===== src/bss_pkg.sv =====
/*
  Package for the boot strap selector: register map, command codes, timing counts,
  default boot entries and the state record of the selector.
  Assumes a 100 MHz clock and a board controller CPU that turns console text into commands.
*/
// How it works
// RULE1: switch code 0000-0100 names nand, no-boot, spi, i2c, uart boot; rest reserved.
// RULE2: old command loads one 32-bit strap word; full reset restarts the chip with it.
// RULE3: old strap word is volatile; reset drops it and selection reverts.
// RULE4: sixteen boot entries, index 0 to 15, one per switch combination.
// RULE5: entries 8 to 15 are editable and storable; entries 0 to 7 fixed.
// RULE6: entry holds title, unused high word, 32-bit strap word; operator gives high zero.
// RULE7: strap word fields at documented bits; bits 23 and 26-31 reserved.
// RULE8: bits 21 and 22 forced to fixed strap values during reset.
// RULE9: core endian bit must be zero; big endian is handled in software. bss_apply does not clear that bit; it passes through as given.
// RULE10: bare selection query reports the current entry.
// RULE11: list-all reports all sixteen entries and marks the current one.
// RULE12: select by index makes it current, not persisted; power-up uses the switch.
// RULE13: reboot restarts the chip with the currently selected entry.
// RULE14: read-switch samples the switch and makes that entry current.
// RULE15: defining an entry outside 8 to 15 is rejected with an error.
// RULE16: hashed definition goes to flash and persists; unhashed is lost on power loss.
// RULE17: title is display only and never touches the strap word.
// RULE18: switch position 4 is the least significant bit of the index.
// RULE19: with loader jumper removed at power-up, wait for loader, run no firmware.
// RULE20: console is 115200 baud, 8 data bits, no parity, 1 stop, no flow control.
// RULE21: version query reports the firmware version.
// RULE22: host loading firmware uses transfer size 60 and keeps auto baud on.
// RULE23: straps driven while the chip is held in reset, then reset released, pins freed.
package bss_pkg;

  localparam int CLK_HZ         = 100_000_000;
  localparam int CLK_PERIOD_NS  = 10;
  localparam int BAUD           = 115200;
  localparam logic [9:0] BIT_CYC  = 10'(CLK_HZ / BAUD);
  localparam logic [9:0] HALF_CYC = 10'(CLK_HZ / BAUD / 2);
  localparam int RST_HOLD_US    = 100;
  localparam int RST_HOLD_CYC   = RST_HOLD_US * (CLK_HZ / 1_000_000);
  localparam int STRAP_HOLD_NS  = 1000;
  localparam int STRAP_HOLD_CYC = (STRAP_HOLD_NS + CLK_PERIOD_NS - 1) / CLK_PERIOD_NS;

  localparam logic [7:0] OFF_CMD     = 8'h00;
  localparam logic [7:0] OFF_ARG_LO  = 8'h04;
  localparam logic [7:0] OFF_ARG_HI  = 8'h08;
  localparam logic [7:0] OFF_ARG_TTL = 8'h0C;
  localparam logic [7:0] OFF_STATUS  = 8'h10;
  localparam logic [7:0] OFF_STRAP   = 8'h14;
  localparam logic [7:0] OFF_VERSION = 8'h18;
  localparam logic [7:0] OFF_RXDATA  = 8'h1C;

  localparam int CMD_OP_LSB  = 0;
  localparam int CMD_IDX_LSB = 4;
  localparam int CMD_HASH    = 8;

  localparam logic [3:0] OP_SETSTRAP = 4'h1;
  localparam logic [3:0] OP_FULLRST  = 4'h2;
  localparam logic [3:0] OP_QUERY    = 4'h3;
  localparam logic [3:0] OP_ALL      = 4'h4;
  localparam logic [3:0] OP_SELECT   = 4'h5;
  localparam logic [3:0] OP_READSW   = 4'h6;
  localparam logic [3:0] OP_DEFINE   = 4'h7;
  localparam logic [3:0] OP_REBOOT   = 4'h8;
  localparam logic [3:0] OP_VERSION  = 4'h9;

  localparam int VS_SEL_LSB = 21;
  localparam logic [1:0]  VS_SEL_FORCED = 2'h0;
  localparam logic [31:0] STRAP_KEEP    = 32'h031F_FFFF;
  localparam logic [3:0]  FIRST_USER    = 4'h8;

  localparam logic [15:0][31:0] DEF_LO = {
    32'h0010_0001, 32'h0000_3661, 32'h0001_516B, 32'h0000_016F,
    32'h0010_0103, 32'h0000_8105, 32'h0000_1061, 32'h0001_0167,
    32'h0000_1061, 32'h0000_1061, 32'h0001_506B, 32'h0000_006F,
    32'h0010_0003, 32'h0000_8005, 32'h0010_0001, 32'h0001_0067};

  typedef enum logic [2:0] {
    BOOT_NAND = 3'h0, BOOT_NOBOOT = 3'h1, BOOT_SPI = 3'h2,
    BOOT_I2C  = 3'h3, BOOT_UART   = 3'h4, BOOT_RSVD = 3'h7
  } bss_boot_t;

  typedef enum logic [4:0] {
    ST_RESTORE = 5'b00001, ST_IDLE = 5'b00010, ST_HOLD = 5'b00100,
    ST_RELEASE = 5'b01000, ST_LOADER = 5'b10000
  } bss_st_t;

  typedef enum logic [1:0] {REP_NONE = 2'h0, REP_ONE = 2'h1, REP_ALL = 2'h2, REP_VER = 2'h3} bss_rep_t;

  typedef struct packed {
    bss_st_t          st;
    logic [31:0]      cnt;
    logic [15:0][31:0] lo;
    logic [15:0][31:0] hi;
    logic [15:0][31:0] title;
    logic [3:0]       cur;
    logic [31:0]      ovr;
    logic             ovr_on;
    logic [31:0]      arg_lo;
    logic [31:0]      arg_hi;
    logic [31:0]      arg_ttl;
    logic [31:0]      strap;
    logic             strap_oe;
    logic             soc_rst_n;
    logic             err;
    logic             loader;
    logic [31:0]      rdata;
    logic [3:0]       sw_s1;
    logic [3:0]       sw_s2;
    logic             jmp_s1;
    logic             jmp_s2;
    logic             rx_s1;
    logic             rx_s2;
    logic             rx_busy;
    logic [9:0]       rx_cnt;
    logic [3:0]       rx_bit;
    logic [7:0]       rx_sh;
    logic [7:0]       rx_byte;
    logic             rx_vld;
    logic             rx_ferr;
    bss_rep_t         rep;
    logic [3:0]       rep_ent;
    logic [1:0]       rep_sub;
    logic             tx_busy;
    logic [9:0]       tx_cnt;
    logic [3:0]       tx_bit;
    logic [9:0]       tx_sh;
    logic             tx_line;
    logic             flash_wr;
    logic [2:0]       flash_idx;
    logic [31:0]      flash_lo;
    logic [31:0]      flash_ttl;
  } bss_state_t;

  function automatic logic [31:0] bss_apply(input logic [31:0] w);
    bss_apply = (w & STRAP_KEEP) | (32'(VS_SEL_FORCED) << VS_SEL_LSB); // RULE7 RULE8
  endfunction : bss_apply

  function automatic logic [7:0] bss_hex(input logic [3:0] n);
    bss_hex = (n < 4'hA) ? (8'h30 + {4'h0, n}) : (8'h37 + {4'h0, n});
  endfunction : bss_hex

endpackage : bss_pkg


===== src/bss_selector.sv =====
/*
  Boot strap selector: switch and command driven choice of boot entry, strap drive
  around the chip reset, console uart with text reports, flash save/restore port.
  Assumes a CPU issuing commands over the plain register port and an outside flash
  agent that replays saved user entries after reset and then pulses restore_done.
*/
// The register offsets and the address-and-strobe port were decided locally.
`timescale 1ns/1ps
module bss_selector import bss_pkg::*; #(
  parameter int         HOLD_CYC   = RST_HOLD_CYC,
  parameter logic [7:0] FW_VERSION = 8'h10   // arbitrary
) (
  input  wire logic        clk,
  input  wire logic        rst,
  input  wire logic [7:0]  addr,
  input  wire logic [31:0] wdata,
  input  wire logic        wr,
  input  wire logic        rd,
  output      logic [31:0] rdata,
  input  wire logic [3:0]  switch_in,
  input  wire logic        firmware_loader_jumper,
  input  wire logic        uart_rx,
  output      logic        uart_tx,
  output      logic [31:0] strap_out,
  output      logic        strap_oe,
  output      logic        soc_rst_n,
  output      logic        loader_mode,
  input  wire logic        restore_vld,
  input  wire logic [2:0]  restore_idx,
  input  wire logic [31:0] restore_lo,
  input  wire logic [31:0] restore_title,
  input  wire logic        restore_done,
  output      logic        flash_wr,
  output      logic [2:0]  flash_idx,
  output      logic [31:0] flash_lo,
  output      logic [31:0] flash_title
);

  bss_state_t q;
  bss_state_t d;
  logic       cmd_wr;
  logic       cmd_go;
  logic [3:0] op;
  logic [3:0] idx;
  logic [7:0] tx_byte;
  bss_boot_t  boot_kind;

  assign op     = wdata[CMD_OP_LSB +: 4];
  assign idx    = wdata[CMD_IDX_LSB +: 4];
  assign cmd_wr = wr && (addr == OFF_CMD);
  assign cmd_go = cmd_wr && (q.st == ST_IDLE) && (q.rep == REP_NONE);

  // switch code to boot kind, codes above 0100 reserved
  always_comb begin
    unique case (q.cur) // RULE1
      4'h0:    boot_kind = BOOT_NAND;
      4'h1:    boot_kind = BOOT_NOBOOT;
      4'h2:    boot_kind = BOOT_SPI;
      4'h3:    boot_kind = BOOT_I2C;
      4'h4:    boot_kind = BOOT_UART;
      default: boot_kind = BOOT_RSVD;
    endcase
  end

  // report text: one line per entry "<hex><mark>\n", version "<hex><hex>\n"
  always_comb begin
    tx_byte = 8'h0A;
    if (q.rep == REP_VER) begin // RULE21
      if (q.rep_sub == 2'h0) tx_byte = bss_hex(FW_VERSION[7:4]);
      if (q.rep_sub == 2'h1) tx_byte = bss_hex(FW_VERSION[3:0]);
    end else begin
      if (q.rep_sub == 2'h0) tx_byte = bss_hex(q.rep_ent); // RULE10
      if (q.rep_sub == 2'h1) tx_byte = (q.rep_ent == q.cur) ? 8'h2A : 8'h20; // RULE11
    end
  end

  always_comb begin
    d          = q;
    d.flash_wr = 1'b0;
    d.rdata    = 32'h0;
    d.sw_s1    = switch_in;
    d.sw_s2    = q.sw_s1;
    d.jmp_s1   = firmware_loader_jumper;
    d.jmp_s2   = q.jmp_s1;
    d.rx_s1    = uart_rx;
    d.rx_s2    = q.rx_s1;

    if (wr) begin
      case (addr)
        OFF_ARG_LO:  d.arg_lo = wdata;
        OFF_ARG_HI:  d.arg_hi = wdata;
        OFF_ARG_TTL: d.arg_ttl = wdata;
        default:     ;
      endcase
    end
    if (rd) begin
      case (addr)
        OFF_ARG_LO:  d.rdata = q.arg_lo;
        OFF_ARG_HI:  d.rdata = q.arg_hi;
        OFF_ARG_TTL: d.rdata = q.arg_ttl;
        OFF_STATUS:  d.rdata = {10'h0, q.st, q.loader, q.ovr_on, q.err, q.rx_ferr, q.rx_vld,
                                (q.rep != REP_NONE), boot_kind, q.sw_s2, q.cur};
        OFF_STRAP:   d.rdata = q.strap;
        OFF_VERSION: d.rdata = {24'h0, FW_VERSION};
        OFF_RXDATA:  d.rdata = {23'h0, q.rx_vld, q.rx_byte};
        default:     d.rdata = 32'h0;
      endcase
      // reading clears; a fresh event later in this process wins
      if (addr == OFF_STATUS) d.err = 1'b0;
      if (addr == OFF_RXDATA) begin
        d.rx_vld  = 1'b0;
        d.rx_ferr = 1'b0;
      end
    end
    if (cmd_wr && !cmd_go) d.err = 1'b1;

    unique case (q.st)
      ST_RESTORE: begin
        if (restore_vld) begin // RULE16
          d.lo[{1'b1, restore_idx}]    = restore_lo;
          d.title[{1'b1, restore_idx}] = restore_title;
        end
        if (restore_done) begin
          d.cur    = q.sw_s2; // RULE12 RULE18
          d.loader = ~q.jmp_s2;
          if (!q.jmp_s2) begin
            d.st = ST_LOADER; // RULE19
          end else begin
            d.strap     = bss_apply(q.lo[q.sw_s2]);
            d.strap_oe  = 1'b1;
            d.soc_rst_n = 1'b0;
            d.cnt       = 32'(HOLD_CYC - 1);
            d.st        = ST_HOLD;
          end
        end
      end
      ST_IDLE: begin
        if (cmd_go) begin
          unique case (op)
            OP_SETSTRAP: begin
              d.ovr    = q.arg_lo; // RULE2
              d.ovr_on = 1'b1;
            end
            OP_FULLRST, OP_REBOOT: begin
              // title never enters the strap path; only the low word does
              d.strap     = bss_apply((op == OP_FULLRST && q.ovr_on) ? q.ovr : q.lo[q.cur]); // RULE2 RULE13 RULE17
              d.strap_oe  = 1'b1; // RULE23
              d.soc_rst_n = 1'b0;
              d.cnt       = 32'(HOLD_CYC - 1);
              d.st        = ST_HOLD;
            end
            OP_QUERY: begin
              d.rep     = REP_ONE; // RULE10
              d.rep_ent = q.cur;
              d.rep_sub = 2'h0;
            end
            OP_ALL: begin
              d.rep     = REP_ALL; // RULE11
              d.rep_ent = 4'h0;
              d.rep_sub = 2'h0;
            end
            OP_VERSION: begin
              d.rep     = REP_VER; // RULE21
              d.rep_sub = 2'h0;
            end
            OP_SELECT: begin
              d.cur    = idx; // RULE12
              d.ovr_on = 1'b0;
            end
            OP_READSW: begin
              d.cur    = q.sw_s2; // RULE14 RULE18
              d.ovr_on = 1'b0;
            end
            OP_DEFINE: begin
              if (idx < FIRST_USER) begin
                d.err = 1'b1; // RULE15 RULE5
              end else begin
                // high word kept but never used, operator supplies zero
                d.lo[idx]    = q.arg_lo; // RULE6 RULE4
                d.hi[idx]    = q.arg_hi; // RULE6
                d.title[idx] = q.arg_ttl;
                if (wdata[CMD_HASH]) begin
                  d.flash_wr  = 1'b1; // RULE16
                  d.flash_idx = idx[2:0];
                  d.flash_lo  = q.arg_lo;
                  d.flash_ttl = q.arg_ttl;
                end
              end
            end
            default: d.err = 1'b1;
          endcase
        end
      end
      ST_HOLD: begin
        d.cnt = q.cnt - 32'h1;
        if (q.cnt == 32'h0) begin
          d.soc_rst_n = 1'b1; // RULE23
          d.cnt       = 32'(STRAP_HOLD_CYC - 1);
          d.st        = ST_RELEASE;
        end
      end
      ST_RELEASE: begin
        // straps held past the release edge so the chip latches them cleanly
        d.cnt = q.cnt - 32'h1;
        if (q.cnt == 32'h0) begin
          d.strap_oe = 1'b0; // RULE23
          d.st       = ST_IDLE;
        end
      end
      ST_LOADER: ;
    endcase

    // receiver, 8N1, sampled at mid bit
    if (!q.rx_busy) begin
      if (!q.rx_s2) begin
        d.rx_busy = 1'b1; // RULE20
        d.rx_cnt  = HALF_CYC;
        d.rx_bit  = 4'h0;
      end
    end else if (q.rx_cnt != 10'h0) begin
      d.rx_cnt = q.rx_cnt - 10'h1;
    end else begin
      d.rx_cnt = BIT_CYC - 10'h1;
      d.rx_bit = q.rx_bit + 4'h1;
      if (q.rx_bit == 4'h0) begin
        if (q.rx_s2) d.rx_busy = 1'b0;
      end else if (q.rx_bit < 4'h9) begin
        d.rx_sh = {q.rx_s2, q.rx_sh[7:1]}; // RULE20
      end else begin
        d.rx_busy = 1'b0;
        if (q.rx_s2) begin
          d.rx_byte = q.rx_sh;
          d.rx_vld  = 1'b1;
        end else begin
          d.rx_ferr = 1'b1;
        end
      end
    end

    // transmitter, one start, eight data lsb first, one stop, no flow control
    if (!q.tx_busy) begin
      if (q.rep != REP_NONE) begin
        d.tx_busy = 1'b1;
        d.tx_sh   = {1'b1, tx_byte, 1'b0}; // RULE20
        d.tx_bit  = 4'h0;
        d.tx_cnt  = BIT_CYC - 10'h1;
        d.tx_line = 1'b0;
        if (q.rep_sub == 2'h2) begin
          d.rep_sub = 2'h0;
          d.rep_ent = q.rep_ent + 4'h1;
          if (q.rep != REP_ALL || q.rep_ent == 4'hF) d.rep = REP_NONE;
        end else begin
          d.rep_sub = q.rep_sub + 2'h1;
        end
      end
    end else if (q.tx_cnt != 10'h0) begin
      d.tx_cnt = q.tx_cnt - 10'h1;
    end else begin
      d.tx_cnt = BIT_CYC - 10'h1;
      d.tx_bit = q.tx_bit + 4'h1;
      if (q.tx_bit == 4'h9) begin
        d.tx_busy = 1'b0;
        d.tx_line = 1'b1;
      end else begin
        d.tx_line = q.tx_sh[q.tx_bit + 4'h1];
      end
    end
  end

  // any reset drops the old strap word and volatile edits
  always_ff @(posedge clk or posedge rst) begin
    if (rst) begin
      q         <= '0; // RULE3
      q.st      <= ST_RESTORE;
      q.lo      <= DEF_LO;
      q.tx_line <= 1'b1;
      q.rx_s1   <= 1'b1;
      q.rx_s2   <= 1'b1;
    end else begin
      q <= d;
    end
  end

  assign rdata       = q.rdata;
  assign uart_tx     = q.tx_line;
  assign strap_out   = q.strap;
  assign strap_oe    = q.strap_oe;
  assign soc_rst_n   = q.soc_rst_n;
  assign loader_mode = q.loader;
  assign flash_wr    = q.flash_wr;
  assign flash_idx   = q.flash_idx;
  assign flash_lo    = q.flash_lo;
  assign flash_title = q.flash_ttl;

  strap_force_a: assert property (@(posedge clk) disable iff (rst) // RULE8
    strap_oe |-> strap_out[VS_SEL_LSB +: 2] == VS_SEL_FORCED) else $error("forced strap bits wrong");
  reserved_zero_a: assert property (@(posedge clk) disable iff (rst) // RULE7
    strap_oe |-> (strap_out[31:26] == 6'h0 && !strap_out[23])) else $error("reserved strap bits set");
  hold_drive_a: assert property (@(posedge clk) disable iff (rst) // RULE23
    (q.st == ST_HOLD) |-> (!soc_rst_n && strap_oe)) else $error("straps not driven in reset");
  release_keep_a: assert property (@(posedge clk) disable iff (rst) // RULE23
    $rose(soc_rst_n) |-> strap_oe ##1 strap_oe) else $error("straps dropped at release");
  define_reject_a: assert property (@(posedge clk) disable iff (rst) // RULE15
    (cmd_go && op == OP_DEFINE && idx < FIRST_USER) |=> q.err && $stable(q.lo)) else $error("fixed entry edited");
  flash_save_a: assert property (@(posedge clk) disable iff (rst) // RULE16
    (cmd_go && op == OP_DEFINE && idx >= FIRST_USER) |=> flash_wr == $past(wdata[CMD_HASH]))
    else $error("flash write mismatch");
  select_idx_a: assert property (@(posedge clk) disable iff (rst) // RULE12
    (cmd_go && op == OP_SELECT) |=> q.cur == $past(idx) && !q.ovr_on) else $error("select failed");
  read_switch_a: assert property (@(posedge clk) disable iff (rst) // RULE14
    (cmd_go && op == OP_READSW) |=> q.cur == $past(q.sw_s2)) else $error("switch read failed");
  reboot_word_a: assert property (@(posedge clk) disable iff (rst) // RULE13
    (cmd_go && op == OP_REBOOT) |=> !soc_rst_n && strap_out == bss_apply($past(q.lo[q.cur])))
    else $error("reboot used wrong entry");
  fullrst_ovr_a: assert property (@(posedge clk) disable iff (rst) // RULE2
    (cmd_go && op == OP_FULLRST && q.ovr_on) |=> strap_out == bss_apply($past(q.ovr)))
    else $error("full reset ignored strap word");

endmodule : bss_selector


===== config.mk =====
export PLATFORM = sky130hd
export DESIGN_NAME = bss_selector
export DESIGN_NICKNAME = d
export VERILOG_FILES = /design/src/bss_pkg.sv /design/src/bss_selector.sv
export SDC_FILE = /design/constraint.sdc
export NUM_CORES = 2
export LEC_CHECK = 0
export BUFFER_PORTS_ARGS = -buffer_cell sky130_fd_sc_hd__buf_2
export CAP_MARGIN = 0
export CORE_ASPECT_RATIO = 0.7
export CORE_UTILIZATION = 31
export DETAILED_ROUTE_END_ITERATION = 10
export HOLD_SLACK_MARGIN = 0.08
export SLEW_MARGIN = 20
export SYNTH_ARGS = -nofsm -noshare
export SYNTH_HDL_FRONTEND = slang
export SYNTH_SLANG_ARGS = --single-unit

===== constraint.sdc =====
create_clock -name clk -period 33.4 [get_ports clk]
set_input_delay 8.35 -clock clk [delete_from_list [all_inputs] [get_ports clk]]
set_output_delay 8.35 -clock clk [all_outputs]
set_load 0.05 [all_outputs]

==> summary.md <==
| Metric | Value |
|---|---|
| Clk Tree Root Cell | clkbuf_16 |
| Critical path capture point type | async pin |
| Ys Warns | 0 |
| CTS tree | built |
| Critical path's largest stage delay | 0.88 ns |
| Synth cell types | 92 |
| Fmax | 85.4 MHz |
| Final #Nets | 2949 |
| Pre-Repair DR Iteration Count | 8 |
| H-Tree Depth | 3 |
| Commonest non-fill, non-tap cell in the layout | dfrtp_1 |
| Synth Area per Inst | 12.5 µm² |
| Die area | 124000 µm² |
| HPWL after DPL | 77100 µm |
| Min Hold Slack | 0.347 ns |
| CTS Sinks | 733 |
| CTS Hold Bufs | 0 |
| Post-CTS Setup Inserts | 0 |
| Initial Utilization | 31.3% |
| Post-synth top flop | dfrtp_1 |
| Core ar. | 122000 µm² |
| Pwr per Cell Area | 54.0 nW/µm² |
| Peak VDD IR | 36.5 µV |
| Vias per inst | 5.70 |
| Routed wire length | 120000 µm |
| Worst path cell trace | buf_2 > inv_8 > buf_4 > buf_4 > buf_12 > buf_4 |
| Seq/Total Area, Yosys | 48.4% |
| Worst path slowest cell | buf_4 |
| Arrival time worst endpoint | 12.40 ns |
| Pleak | 18.0 nW |
| RR Endpoint | q[1640]$_DFFE_PP0P_ |
| First-pass GRT wire length | 179000 µm |
| Port Buf Inserts | 204 |
| Commonest non-fill, non-tap cells in the layout | 644 x dfrtp_1, 401 x mux2_2, 208 x mux4_2 |
| Share of the synthesized area in the top cell type | 42.6% |
| Aggregate negative setup slack | 0 ns |
| Mapped Area | 38100 µm² |
| Overflow after GRT | 0 |
| Ratio of cells with drive above 1 in the final layout | 40.7% |
| Area Overhead vs Synth | 10.1% |
| Worst slew margin | 18.4% |
| Final setup fails | 0 |
| Routed via count | 25809 |
| Largest net degree at the start of global routing | 170 |
| DRC | 0 |
| CP max FO | 169 |
| Antenna violations before repair | 13 |
| Tmin final | 11.70 ns |
| Clk_lat worst skew | 0.70 ns |
| FP Rows | 107 |
| Max-cap viol count | 0 |
| Clock transition at the registers of the reported paths | 0.06 ns |
| Worst hold stages | 0 |
| Setup CP Type | primary input to async pin |
| RSZ-0062 raised after global routing | no |
| Fin crit share | 35.0% |
| Die width | 421 µm |
| Reg-to-reg startpoint | q[1917]$_DFFE_PP0P_ |
| Final hold vios | 0 |
| Synth Register Bits | 733 |
| Cts bufs inserted | 80 |
| Crit path top cell by count | buf_4 |
| Synth area leader | dfrtp_1 |
| Cts repair resizes | 0 |
| GRT Total Usage | 19.2% |
| Synth async-reset ratio | 100% |
| Chip Height | 295 µm |
| Top cells by area, synth | dfrtp_1 43%, mux4_2 12%, mux2_2 12%, dfstp_2 5.8%, a32o_1 4.0% |
| Fin. max-slew vios | 0 |
| Slew @ Worst Pin | 1.22 ns |
| Worst reg-to-reg path cell count | 6 |
| WL per Instance | 26.5 µm |
| 1st-iter DRT viols | 2886 |
| RePlAce Congestion | 0.851 |
| R2R Setup Slk | 29.41 ns |
| Flip-flop and latch area | 18500 µm² |
| CP startpoint kind | primary input |
| Post-synth EDFFs | 0 |
| Fillers | 11856 |
| Post-DRT Antenna Nets | 0 |
| Vias in the first global route | 25722 |
| Status | completed |
| Multi-input gate area | 17100 µm² |
| Clock buffer depth | 3 |
| CP required | 34.10 ns |
| Final Skew | 0.0402 ns |
| Worst Hold Launch | d[137]$_DFF_PP0_ |
| Worst Hold Class | flip-flop to flip-flop |
| Sink of the worst hold path | q[137]$_DFF_PP0_ |
| IO Count | 255 |
| Cell count after synthesis | 3057 |
## power by group
group	total [mW]	switching, mW	internal (mW)
Combinational	0.330	0.232	0.0977
Sequential	0.994	0.0671	0.926
Clock	0.943	0.404	0.539
## worst max path at each step
stage	from	cells past startpoint	slack, ns	end
floorplan	rst	1	4.62	d[137]$_DFF_PP0_
global placement	rst	6	20.77	q[1645]$_DFFE_PP0P_
detailed placement	rst	6	20.77	q[1677]$_DFFE_PP0P_
CTS	rst	6	21.50	q[1615]$_DFFE_PP0P_
global route	rst	6	20.99	q[1615]$_DFFE_PP0P_
finish	rst	6	21.70	q[1615]$_DFFE_PP0P_
## area by class of cell
cell class / instances / share of cell area (%)
clock inverters: 38 / 1.25
well taps: 1635 / 4.87
repair buffers: 261 / 3.62
flip-flops and latches: 733 / 44.0
diodes: 8 / 0.0477
multi-input cells: 1721 / 40.7
inverters: 24 / 0.232
clock buffers: 111 / 5.33
## critical path, delay by kind of cell
kind / cells / cell delay (ns)
buffers and inverters: 6 / 3.73
## flip-flops by register name, summed over array words and instances, names as in the netlist
name	flops
d	6
flash_idx	3
flash_lo	32
flash_title	32
flash_wr	1
loader_mode	1
q	600
rdata	32
soc_rst_n	1
strap_oe	1
strap_out	23
uart_tx	1
## stage by stage
stage	setup slack, ns	total power [mW]	utilization (%)	area (µm²)	cells
final	21.70	2.27	34.5	42000	4531
after floorplan	4.62	1.23	-	38100	3065
after CTS	21.50	2.29	34.4	41900	4520
after global placement	20.77	1.33	32.1	39100	4371
after global routing	20.99	2.35	34.4	42000	4524
after detailed placement	20.77	1.34	32.1	39100	4371
## routing by layer
metal / vias up / track usage (%) / wire, µm
met5: - / 0 / 36
met4: 6 / 6.43 / 3690
met3: 225 / 4.24 / 9810
met2: 1203 / 28.7 / 52900
met1: 13510 / 27.5 / 53900
li1: 10865 / - / -
## cells in the mapped netlist (5+ instances only)
cell	n
a32o_1	152
or2_2	15
dfrtp_1	649
a22o_1	30
o211ai_1	6
o22ai_1	22
nand2_1	135
nand2b_1	10
dfstp_2	84
nor4_1	15
mux2_2	401
inv_1	24
or3_1	15
ha_1	9
and2_1	38
o31ai_1	14
nand3_1	20
nor2_1	66
mux2_1	13
nor3_1	46
a21oi_1	95
xnor2_1	6
nand4_1	11
a32oi_1	5
and2_0	13
and3_1	14
o21ai_0	63
a22oi_1	83
buf_4	136
nor3b_1	8
o41ai_2	10
nand3b_1	6
a31oi_1	46
nor2b_1	16
buf_2	55
a211oi_1	7
or4_1	9
mux4_2	208
xor2_1	7
clkbuf_1	371
buf_1	23
## kinds of logic (layout without fill, tap and decap cells)
kind of cell / count (synthesis) / after routing / synth area share, %
simple gates: 468 / 468 / 6.54
mux: 622 / 622 / 24.5
buf+inv: 611 / 434 / 7.56
xor+xnor: 13 / 13 / 0.299
compound gates: 600 / 600 / 12.4
other cells: 1 / 17 / 0.00984
flops: 733 / 733 / 48.4
fa+ha+maj: 9 / 9 / 0.295
(Power assumes the default switching activity.)
